===== config.mk =====
export PLATFORM = sky130hd
export DESIGN_NAME = lcd_reset_defaults
export DESIGN_NICKNAME = d
export VERILOG_FILES = /design/src/inc/lcd_reset_pkg.sv /design/src/rtl/lcd_reset_defaults.sv
export VERILOG_INCLUDE_DIRS = /design/src /design/src/inc
export SDC_FILE = /design/constraint.sdc
export NUM_CORES = 1
export LEC_CHECK = 0
export BUFFER_PORTS_ARGS = -buffer_cell sky130_fd_sc_hd__buf_2
export CAP_MARGIN = 20
export CELL_PAD_IN_SITES_DETAIL_PLACEMENT = 2
export CELL_PAD_IN_SITES_GLOBAL_PLACEMENT = 2
export CORE_ASPECT_RATIO = 1.25
export CORE_MARGIN = 2
export CORE_UTILIZATION = 37
export CTS_CLUSTER_DIAMETER = 120
export DETAILED_ROUTE_END_ITERATION = 8
export PLACE_DENSITY_LB_ADDON = 0.1
export SETUP_SLACK_MARGIN = 0.1
export SKIP_CTS_REPAIR_TIMING = 1
export SYNTH_ARGS = -nofsm -noshare
export SYNTH_HDL_FRONTEND = slang
export SYNTH_SLANG_ARGS = --single-unit

===== constraint.sdc =====
create_clock -name clk -period 3.84 [get_ports clk]
set_input_delay 0.384 -clock clk [delete_from_list [all_inputs] [get_ports clk]]
set_output_delay 0.384 -clock clk [all_outputs]
set_load 0.02 [all_outputs]

===== src/inc/lcd_reset_defs.svh =====
// Offsets, field positions, reset values and timing counts of the LCD reset block
// What this block does
// - Hard reset: display off, normal, segments normal
// - Hard reset clears the three power bits
// - Hard reset empties the serial shift register
// - Hard reset clears all-points and power saver
// - Both resets leave read-modify-write mode
// - Both resets clear the static indicator bits
// - Both resets zero start line, column, page
// - Both resets: normal row scan, ratio mode off
// - Both resets: volume mode off, volume 100000b, test off
// - Soft reset touches only the shared defaults
// - Regulator resistors connected only while clear or reset_n low
// - Clear low stops timing, outputs held high
// - Clear leaves the data bus pins alone
// - Drivers show VDD in clear, idle after
// - Status shows reset and busy; commands refused
`ifndef LCD_RESET_DEFS_SVH
`define LCD_RESET_DEFS_SVH

`define OFS_CTRL 6'h00
`define OFS_POWER 6'h04
`define OFS_ADDR 6'h08
`define OFS_VOLUME 6'h0c
`define OFS_SERIAL 6'h10
`define OFS_STATUS 6'h14
`define OFS_DATA 6'h18

`define CTRL_DISP_ON 0
`define CTRL_INVERT 1
`define CTRL_SEG_REVERSE 2
`define CTRL_ALL_POINTS 3
`define CTRL_ROW_REVERSE 4
`define CTRL_RMW 5
`define CTRL_TEST 6
`define CTRL_SOFT_RESET 31

`define ADDR_START_LSB 0
`define ADDR_PAGE_LSB 8
`define ADDR_COLUMN_LSB 16
`define VOL_VOLUME_LSB 0
`define VOL_VOLUME_MODE 8
`define VOL_RATIO_MODE 9
`define VOL_STATIC_LSB 16
`define SER_COUNT_LSB 8
`define SER_BYTE_LSB 16

`define ST_BUSY_BIT 7
`define ST_SEG_BIT 6
`define ST_OFF_BIT 5
`define ST_RESET_BIT 4
`define ST_SAVER_BIT 8

`define VOLUME_DEFAULT 6'h20
`define COLUMN_LAST 8'h83

`define CLK_PERIOD_NS 4
`define RESET_BUSY_NS 40
`define RESET_BUSY_CYC ((`RESET_BUSY_NS + `CLK_PERIOD_NS - 1) / `CLK_PERIOD_NS)
`define LINE_DIV_CYC 250
`define FRAME_LINES 65

`endif


===== src/inc/lcd_reset_pkg.sv =====
// Types shared by the LCD reset block
package lcd_reset_pkg;
  typedef enum logic [1:0] {LEVEL_VDD, LEVEL_IDLE} driveLevel_t;
  typedef enum logic {SEQ_BUSY, SEQ_RUN} seqState_t;
endpackage : lcd_reset_pkg


===== src/rtl/lcd_reset_defaults.sv =====
// Reset defaults, status, timing outputs and AXI4-Lite registers of the LCD driver
//
// Decided for this implementation: register access over AXI4-Lite and the register addresses.
`timescale 1ns/1ns
`include "lcd_reset_defs.svh"
module lcd_reset_defaults import lcd_reset_pkg::*; (
  input wire logic clk,
  input wire logic reset_n,
  input wire logic chipClear_n,
  input wire logic [5:0] awaddr,
  input wire logic awvalid,
  output logic awready,
  input wire logic [31:0] wdata,
  input wire logic [3:0] wstrb,
  input wire logic wvalid,
  output logic wready,
  output logic [1:0] bresp,
  output logic bvalid,
  input wire logic bready,
  input wire logic [5:0] araddr,
  input wire logic arvalid,
  output logic arready,
  output logic [31:0] rdata,
  output logic [1:0] rresp,
  output logic rvalid,
  input wire logic rready,
  output logic rowShiftPulse,
  output logic alternationPolarity,
  output logic staticIndicatorDrive,
  output logic blankingOutput_n,
  output driveLevel_t columnDriverOutputs,
  output driveLevel_t rowDriverOutputs,
  output logic regResistorOn
);

  ////////////////////////////////////////////////////////////////////////////
  // Reset domains
  // Device state follows the clear pin at once and for as long as it is low;
  // the bus keeps running so software can watch the reset flag.
  wire devReset_n = reset_n & chipClear_n;

  ////////////////////////////////////////////////////////////////////////////
  // Bus handshake state
  logic awHeld_r, wHeld_r;
  logic [5:0] awAddr_r;
  logic [31:0] wData_r;
  logic [3:0] wStrb_r;

  // Device state
  logic dispOn_r, invert_r, segReverse_r, allPoints_r, saver_r;
  logic [2:0] power_r;
  logic rowReverse_r, rmw_r, test_r, ratioMode_r, volumeMode_r;
  logic [1:0] static_r;
  logic [5:0] volume_r, startLine_r;
  logic [3:0] page_r;
  logic [7:0] column_r;
  logic [7:0] shift_r, serByte_r;
  logic [2:0] serCount_r;
  seqState_t seq_r;
  logic [3:0] busyCnt_r;
  logic [7:0] lineCnt_r;
  logic [6:0] lineIdx_r;

  ////////////////////////////////////////////////////////////////////////////
  // Read-back words
  wire busy = (seq_r == SEQ_BUSY);
  wire [31:0] ctrlWord = {25'h0, test_r, rmw_r, rowReverse_r, allPoints_r, segReverse_r, invert_r, dispOn_r};
  wire [31:0] powerWord = {29'h0, power_r};
  wire [31:0] addrWord = {8'h00, column_r, 4'h0, page_r, 2'h0, startLine_r};
  wire [31:0] volumeWord = {14'h0, static_r, 6'h0, ratioMode_r, volumeMode_r, 2'h0, volume_r};
  wire [31:0] serialWord = {8'h00, serByte_r, 5'h00, serCount_r, shift_r};
  wire [31:0] statusWord = {23'h0, saver_r, busy, ~segReverse_r, ~dispOn_r, busy, 4'h0};
  wire [31:0] dataWord = {24'h0, column_r};

  ////////////////////////////////////////////////////////////////////////////
  // Write decode
  // Low address bits are dropped; each register is one aligned word
  wire wrFire = awHeld_r & wHeld_r & ~bvalid;
  wire [31:0] laneMask = {{8{wStrb_r[3]}}, {8{wStrb_r[2]}}, {8{wStrb_r[1]}}, {8{wStrb_r[0]}}};
  wire wrCtrl = (awAddr_r == `OFS_CTRL);
  wire wrPower = (awAddr_r == `OFS_POWER);
  wire wrAddr = (awAddr_r == `OFS_ADDR);
  wire wrVolume = (awAddr_r == `OFS_VOLUME);
  wire wrSerial = (awAddr_r == `OFS_SERIAL);
  wire wrData = (awAddr_r == `OFS_DATA);
  wire wrMapped = wrCtrl | wrPower | wrAddr | wrVolume | wrSerial | wrData | (awAddr_r == `OFS_STATUS);
  // Commands are dropped while busy; the bus still answers so the host never hangs
  wire cmdOk = wrFire & ~busy;
  wire [31:0] ctrlNew = (ctrlWord & ~laneMask) | (wData_r & laneMask);
  wire [31:0] powerNew = (powerWord & ~laneMask) | (wData_r & laneMask);
  wire [31:0] addrNew = (addrWord & ~laneMask) | (wData_r & laneMask);
  wire [31:0] volumeNew = (volumeWord & ~laneMask) | (wData_r & laneMask);
  wire ctrlWe = cmdOk & wrCtrl;
  wire softReset = ctrlWe & ctrlNew[`CTRL_SOFT_RESET];
  wire powerWe = cmdOk & wrPower;
  wire addrWe = cmdOk & wrAddr;
  wire volumeWe = cmdOk & wrVolume;
  wire serialWe = cmdOk & wrSerial & wStrb_r[0];
  wire dataWe = cmdOk & wrData;

  ////////////////////////////////////////////////////////////////////////////
  // Read decode
  wire arFire = arvalid & arready;
  wire [31:0] rdSel = (araddr == `OFS_CTRL) ? ctrlWord :
                      (araddr == `OFS_POWER) ? powerWord :
                      (araddr == `OFS_ADDR) ? addrWord :
                      (araddr == `OFS_VOLUME) ? volumeWord :
                      (araddr == `OFS_SERIAL) ? serialWord :
                      (araddr == `OFS_STATUS) ? statusWord :
                      (araddr == `OFS_DATA) ? dataWord : 32'h0;
  wire rdMapped = (araddr == `OFS_CTRL) | (araddr == `OFS_POWER) | (araddr == `OFS_ADDR) |
                  (araddr == `OFS_VOLUME) | (araddr == `OFS_SERIAL) | (araddr == `OFS_STATUS) |
                  (araddr == `OFS_DATA);
  // A data read advances the column only outside read-modify-write
  wire dataRd = arFire & (araddr == `OFS_DATA) & ~busy & ~rmw_r;

  ////////////////////////////////////////////////////////////////////////////
  // Column auto-increment, stops at the last column
  // Capping rather than wrapping keeps a long burst off column zero
  wire colStep = dataWe | dataRd;
  wire [7:0] columnInc = (column_r == `COLUMN_LAST) ? column_r : column_r + 8'h01;
  wire [7:0] column_nxt = softReset ? 8'h00 :
                          addrWe ? addrNew[`ADDR_COLUMN_LSB +: 8] :
                          colStep ? columnInc : column_r;

  // Display off while all points lit enters the power saver
  wire dispOnNew = ctrlNew[`CTRL_DISP_ON];
  wire allNew = ctrlNew[`CTRL_ALL_POINTS];
  wire saver_nxt = ctrlWe ? (~dispOnNew & allNew) : saver_r;

  // Serial bits arrive D7 first
  wire [7:0] shiftIn = {shift_r[6:0], wData_r[0]};
  wire serFull = (serCount_r == 3'h7);

  ////////////////////////////////////////////////////////////////////////////
  // Busy sequencer after either reset
  // Commands are held off until the defaults have settled
  logic seqDone;
  assign seqDone = (busyCnt_r == 4'(`RESET_BUSY_CYC - 1));
  seqState_t seq_nxt;
  always_comb begin
    case (seq_r)
      SEQ_BUSY: seq_nxt = seqDone ? SEQ_RUN : SEQ_BUSY;
      SEQ_RUN: seq_nxt = softReset ? SEQ_BUSY : SEQ_RUN;
      default: seq_nxt = SEQ_BUSY;
    endcase
  end

  always_ff @(posedge clk or negedge devReset_n) begin
    if (!devReset_n) begin
      seq_r <= SEQ_BUSY;
      busyCnt_r <= 4'h0;
    end else begin
      seq_r <= seq_nxt;
      busyCnt_r <= (seq_r == SEQ_BUSY && !seqDone) ? busyCnt_r + 4'h1 : 4'h0;
    end
  end

  ////////////////////////////////////////////////////////////////////////////
  // Items kept by the soft reset
  always_ff @(posedge clk or negedge devReset_n) begin
    if (!devReset_n) begin
      dispOn_r <= 1'b0;
      invert_r <= 1'b0;
      segReverse_r <= 1'b0;
      allPoints_r <= 1'b0;
      saver_r <= 1'b0;
      power_r <= 3'h0;
    end else if (ctrlWe) begin
      // The soft reset bit shares this write but leaves these fields as written
      dispOn_r <= dispOnNew;
      invert_r <= ctrlNew[`CTRL_INVERT];
      segReverse_r <= ctrlNew[`CTRL_SEG_REVERSE];
      allPoints_r <= allNew;
      saver_r <= saver_nxt;
    end else if (powerWe) begin
      power_r <= powerNew[2:0];
    end
  end

  ////////////////////////////////////////////////////////////////////////////
  // Items shared by both resets
  always_ff @(posedge clk or negedge devReset_n) begin
    if (!devReset_n) begin
      rmw_r <= 1'b0;
      static_r <= 2'h0;
      startLine_r <= 6'h00;
      page_r <= 4'h0;
      rowReverse_r <= 1'b0;
      ratioMode_r <= 1'b0;
      volumeMode_r <= 1'b0;
      volume_r <= `VOLUME_DEFAULT;
      test_r <= 1'b0;
    end else if (softReset) begin
      rmw_r <= 1'b0;
      static_r <= 2'h0;
      startLine_r <= 6'h00;
      page_r <= 4'h0;
      rowReverse_r <= 1'b0;
      ratioMode_r <= 1'b0;
      volumeMode_r <= 1'b0;
      volume_r <= `VOLUME_DEFAULT;
      test_r <= 1'b0;
    end else begin
      if (ctrlWe) begin
        rmw_r <= ctrlNew[`CTRL_RMW];
        rowReverse_r <= ctrlNew[`CTRL_ROW_REVERSE];
        test_r <= ctrlNew[`CTRL_TEST];
      end
      if (addrWe) begin
        startLine_r <= addrNew[`ADDR_START_LSB +: 6];
        page_r <= addrNew[`ADDR_PAGE_LSB +: 4];
      end
      if (volumeWe) begin
        volume_r <= volumeNew[`VOL_VOLUME_LSB +: 6];
        volumeMode_r <= volumeNew[`VOL_VOLUME_MODE];
        ratioMode_r <= volumeNew[`VOL_RATIO_MODE];
        static_r <= volumeNew[`VOL_STATIC_LSB +: 2];
      end
    end
  end

  always_ff @(posedge clk or negedge devReset_n) begin
    if (!devReset_n) begin
      column_r <= 8'h00;
    end else begin
      column_r <= column_nxt;
    end
  end

  ////////////////////////////////////////////////////////////////////////////
  // Serial shift register, cleared only by the clear pin or reset_n
  // A full byte is copied out and the shift register starts over
  always_ff @(posedge clk or negedge devReset_n) begin
    if (!devReset_n) begin
      shift_r <= 8'h00;
      serCount_r <= 3'h0;
      serByte_r <= 8'h00;
    end else if (serialWe) begin
      shift_r <= serFull ? 8'h00 : shiftIn;
      serCount_r <= serCount_r + 3'h1;
      if (serFull) begin
        serByte_r <= shiftIn;
      end
    end
  end

  ////////////////////////////////////////////////////////////////////////////
  // Display timing; clear stops the divider and pins the outputs high
  // Frame polarity flips once per frame of row pulses
  wire lineTick = (lineCnt_r == 8'(`LINE_DIV_CYC - 1));
  wire frameEnd = lineTick & (lineIdx_r == 7'(`FRAME_LINES - 1));
  wire staticBlink = static_r[1] ? alternationPolarity : 1'b1;

  always_ff @(posedge clk or negedge devReset_n) begin
    if (!devReset_n) begin
      lineCnt_r <= 8'h00;
      lineIdx_r <= 7'h00;
      rowShiftPulse <= 1'b1;
      alternationPolarity <= 1'b1;
      staticIndicatorDrive <= 1'b1;
      blankingOutput_n <= 1'b1;
    end else begin
      lineCnt_r <= lineTick ? 8'h00 : lineCnt_r + 8'h01;
      lineIdx_r <= frameEnd ? 7'h00 : (lineTick ? lineIdx_r + 7'h01 : lineIdx_r);
      rowShiftPulse <= lineTick;
      alternationPolarity <= frameEnd ? ~alternationPolarity : alternationPolarity;
      staticIndicatorDrive <= static_r[0] & staticBlink;
      blankingOutput_n <= dispOn_r;
    end
  end

  // Analog controls
  // No data bus pin is driven from this block, so clear leaves it alone
  always_ff @(posedge clk or negedge devReset_n) begin
    if (!devReset_n) begin
      columnDriverOutputs <= LEVEL_VDD;
      rowDriverOutputs <= LEVEL_VDD;
      regResistorOn <= 1'b1;
    end else begin
      columnDriverOutputs <= LEVEL_IDLE;
      rowDriverOutputs <= LEVEL_IDLE;
      regResistorOn <= 1'b0;
    end
  end

  ////////////////////////////////////////////////////////////////////////////
  // AXI4-Lite write channels
  // Address and data may come in either order; the answer waits for both
  always_ff @(posedge clk or negedge reset_n) begin
    if (!reset_n) begin
      awHeld_r <= 1'b0;
      wHeld_r <= 1'b0;
      awAddr_r <= 6'h00;
      wData_r <= 32'h0;
      wStrb_r <= 4'h0;
      awready <= 1'b0;
      wready <= 1'b0;
      bvalid <= 1'b0;
      bresp <= 2'h0;
    end else begin
      if (awvalid & awready) begin
        awHeld_r <= 1'b1;
        awAddr_r <= {awaddr[5:2], 2'h0};
      end else if (wrFire) begin
        awHeld_r <= 1'b0;
      end
      if (wvalid & wready) begin
        wHeld_r <= 1'b1;
        wData_r <= wdata;
        wStrb_r <= wstrb;
      end else if (wrFire) begin
        wHeld_r <= 1'b0;
      end
      awready <= ~awHeld_r & ~(awvalid & awready) & ~bvalid;
      wready <= ~wHeld_r & ~(wvalid & wready) & ~bvalid;
      if (wrFire) begin
        bvalid <= 1'b1;
        bresp <= wrMapped ? 2'h0 : 2'h2;
      end else if (bready) begin
        bvalid <= 1'b0;
      end
    end
  end

  // AXI4-Lite read channel
  // Read data is captured on the accepting edge and held until taken
  always_ff @(posedge clk or negedge reset_n) begin
    if (!reset_n) begin
      arready <= 1'b0;
      rvalid <= 1'b0;
      rdata <= 32'h0;
      rresp <= 2'h0;
    end else begin
      arready <= ~rvalid & ~arFire;
      if (arFire) begin
        rvalid <= 1'b1;
        rdata <= rdSel;
        rresp <= rdMapped ? 2'h0 : 2'h2;
      end else if (rready) begin
        rvalid <= 1'b0;
      end
    end
  end

endmodule : lcd_reset_defaults


==> flow_metrics.env <==
export IMPL_finalPower_w=0.00474
export IMPL_tns_ns=0
export IMPL_drt_first_pass_iters=4
export IMPL_switching_share_pct=32.3
export IMPL_ir_worst_vdd_uv=301
export IMPL_cp_start_kind="register"
export IMPL_synthTopCellsByCount="135 x dfrtp_1, 62 x nand2_1, 48 x mux2_2"
export IMPL_avgSynthCellArea_um2=10.6
export IMPL_timing_hold_ws_ns=0.136
export IMPL_critPathArrivalTime_ns=3.08
export IMPL_synth_top_cell_area_share_pct=50.3
export IMPL_nFillCells=1893
export IMPL_crit_buf_inv=1
export IMPL_finalHoldViolCount=0
export IMPL_rsz0062_at_grt="no"
export IMPL_yosysUniqueCellTypes=66
export IMPL_cts_root_buf="clkbuf_16"
export IMPL_synth_area_um2=6720
export IMPL_pwr_share_clk_pct=33.2
export IMPL_period_needed_ns=2.79
export IMPL_grt_max_degree=58
export IMPL_place_gp_congestion=0.779
export IMPL_yosysSeqAreaShare_pct=52.6
export IMPL_ys_seq_elements=141
export IMPL_drc=0
export IMPL_min_period_over_period_pct=72.6
export IMPL_critical_path_cell_chain="or3b_2, nor4_4, and3_1, buf_4, nor2_1"
export IMPL_critPathTopFamily="simple AND/OR/NAND/NOR gates"
export IMPL_yosys_most_used_dff="dfrtp_1"
export IMPL_crit_path_end_kind="register"
export IMPL_vias=5043
export IMPL_p_leak_nw=3.59
export IMPL_setup_viol=0
export IMPL_switchingPower_w=0.00153
export IMPL_fin_ws_ns=1.05
export IMPL_synth_top_area_cell="dfrtp_1"
export IMPL_max_freq_mhz=359
export IMPL_drive_gt1_share_pct=25.4
export IMPL_crit_type="reg -> reg"
export IMPL_antenna_found_initial=0
export IMPL_fp_dieW_um=125
export IMPL_dp_cells=911
export IMPL_preCtsSetupSlack_ns=1.07
export IMPL_grt_met3_usage_pct=3.91
export IMPL_critPathSlowestCell="and3_1"
export IMPL_cpPeakStageDelay_ns=0.68
export IMPL_layout_nets=768
export IMPL_die_area_um2=19300
export IMPL_synth_edf_count=0
export IMPL_wl_per_cell_um=20.1
export IMPL_clock_skew_ns=0.0110
export IMPL_cp_max_fo=15
export IMPL_async_flop_share_pct=100
export IMPL_drtIter0Drc=156
export IMPL_start_util_pct=37.4
export IMPL_clock_latency_ns=0.42
export IMPL_hold_path_class="in -> async"
export IMPL_cap_violations=0
export IMPL_use_met2_pct=35.7
export IMPL_grt_ovfl_total=0
export IMPL_status="completed"
export IMPL_ios=106
export IMPL_synth_area_top_cells="dfrtp_1 50%, mux2_2 8.0%, nand2_1 3.5%"
export IMPL_p_seq_share_pct=47.8
export IMPL_grt_pass1_vias=5628
export IMPL_synthCells=632
export IMPL_clkTransAtPathRegs_ns=0.06
export IMPL_diodes=0
export IMPL_slew_violations=0
export IMPL_powerDensity_nw_per_um2=605
export IMPL_drt_total_wl_um=18900
export IMPL_use_met1_pct=26.0
export IMPL_cts_sinks=141
export IMPL_slew_headroom_pct=36.1
export IMPL_htree_levels=4
export IMPL_core_area_um2=18000
export IMPL_p_comb_share_pct=18.9
export IMPL_cts_tree="yes"
export IMPL_cts_made_buffers=17
export IMPL_post_dp_hpwl_um=13700
export IMPL_rrSetupSlack_ns=1.05
export IMPL_final_cells=944
export IMPL_grt_first_pass_wirelength_um=31500
export IMPL_yosysMostFrequentCell="dfrtp_1"
export IMPL_busiest_layer="met2"
export IMPL_ys_warn_count=0
export IMPL_fp_row_count=55
export IMPL_die_height_um=155
export IMPL_numPortBuffers=75
export IMPL_grt_total_usage_pct=20.6
export IMPL_cp_required_ns=4.14
export IMPL_cts_buffer_depth=2
export IMPL_vias_per_cell=5.34
export IMPL_internal_power_w=0.00321
export IMPL_ant_nets=0
export IMPL_tightest_slew_ns=0.951
export IMPL_syn2layout_area_growth_pct=16.7
==> layout by cell type, fill, tap and decap left out, drive strengths merged, types with 6 or more instances in the layout <==
master  instances
a21oi          41
nand3          25
nor3           14
ha              9
mux2i          22
and3            6
mux2           48
clkbuf         22
inv            19
o31ai           8
nand2b          6
conb           18
buf            86
dfrtp         135
dfstp           6
nand4           7
o21ai          45
clkinv          7
nand2          62
a22oi          10
nand3b         14
nor2           34
==> final cells by class <==
type                            count  area, um2  share of cell area (%)
Inverter                           18       67.6                   0.861
Timing Repair Buffer               86        478                    6.09
Sequential cell                   141       3540                    45.1
Multi-Input combinational cell    439       2910                    37.2
Tap cell                          228        285                    3.64
Clock buffer                       22        474                    6.05
Clock inverter                     10       88.8                    1.13
==> state kept, by name (all words and copies together) (netlist names), 2 cells and up, named ones only <==
| register | count |
|---|---|
| lineIdx_r | 7 |
| volume_r | 6 |
| wStrb_r | 4 |
| serByte_r | 8 |
| busyCnt_r | 4 |
| static_r | 2 |
| column_r | 8 |
| startLine_r | 6 |
| lineCnt_r | 8 |
| shift_r | 8 |
| awAddr_r | 4 |
| rdata | 20 |
| page_r | 4 |
| serCount_r | 3 |
| wData_r | 20 |
==> per-layer routing <==
layer / vias to the layer above / wire, um
met3: 21 / 521
li1: 2360 / -
met5: - / 0
met4: 0 / 388
met2: 81 / 9840
met1: 2581 / 8200
==> worst paths after layout <==
kind                                                       end  depth (start not counted)               start
worst max-delay path                startLine_r[2]$_DFFE_PN0P_                          5     seq_r$_DFF_PN0_
worst min-delay path             rowDriverOutputs[0]$_DFF_PN0_                          2             reset_n
worst max register to register      startLine_r[2]$_DFFE_PN0P_                          5     seq_r$_DFF_PN0_
worst min register to register               arready$_DFF_PN0_                          1  rvalid$_DFFE_PN0P_
max in group asynchronous       staticIndicatorDrive$_DFF_PN1_                          3         chipClear_n
min in group clk                            bvalid$_DFFE_PN0P_                          2              bready
==> stage by stage <==
| step | util [%] | area (um2) |
|---|---|---|
| 2_1_floorplan | - | 6780 |
| 3_3_place_gp | 40.4 | 7250 |
| 3_5_place_dp | 40.4 | 7250 |
| 4_1_cts | 43.5 | 7820 |
| 5_1_grt | 43.7 | 7840 |
| 6_report | 43.7 | 7840 |
==> power groups by stage <==
stage | logic, W | clock network (W) | registers, W
2_1_floorplan | 0.000701 | 0 | 0.00212
3_3_place_gp | 0.000843 | 0 | 0.00226
3_5_place_dp | 0.000897 | 0 | 0.00230
4_1_cts | 0.000908 | 0.00162 | 0.00227
5_1_grt | 0.00101 | 0.00167 | 0.00233
6_report | 0.000898 | 0.00158 | 0.00227
==> kinds of logic (layout without fill, tap and decap cells) <==
family | count (synthesis) | after routing | synth area share [%]
buffers and inverters | 68 | 136 | 5.14
DFF | 141 | 141 | 52.6
and+or+nand+nor | 195 | 195 | 15.2
muxes | 70 | 70 | 11.3
xor gates and xnor gates | 9 | 9 | 1.17
other | 2 | 18 | 0.112
AOI/OAI and AO/OA | 138 | 138 | 12.8
adders and majority gates | 9 | 9 | 1.68
Note: power is estimated with default switching activity, not from simulation.
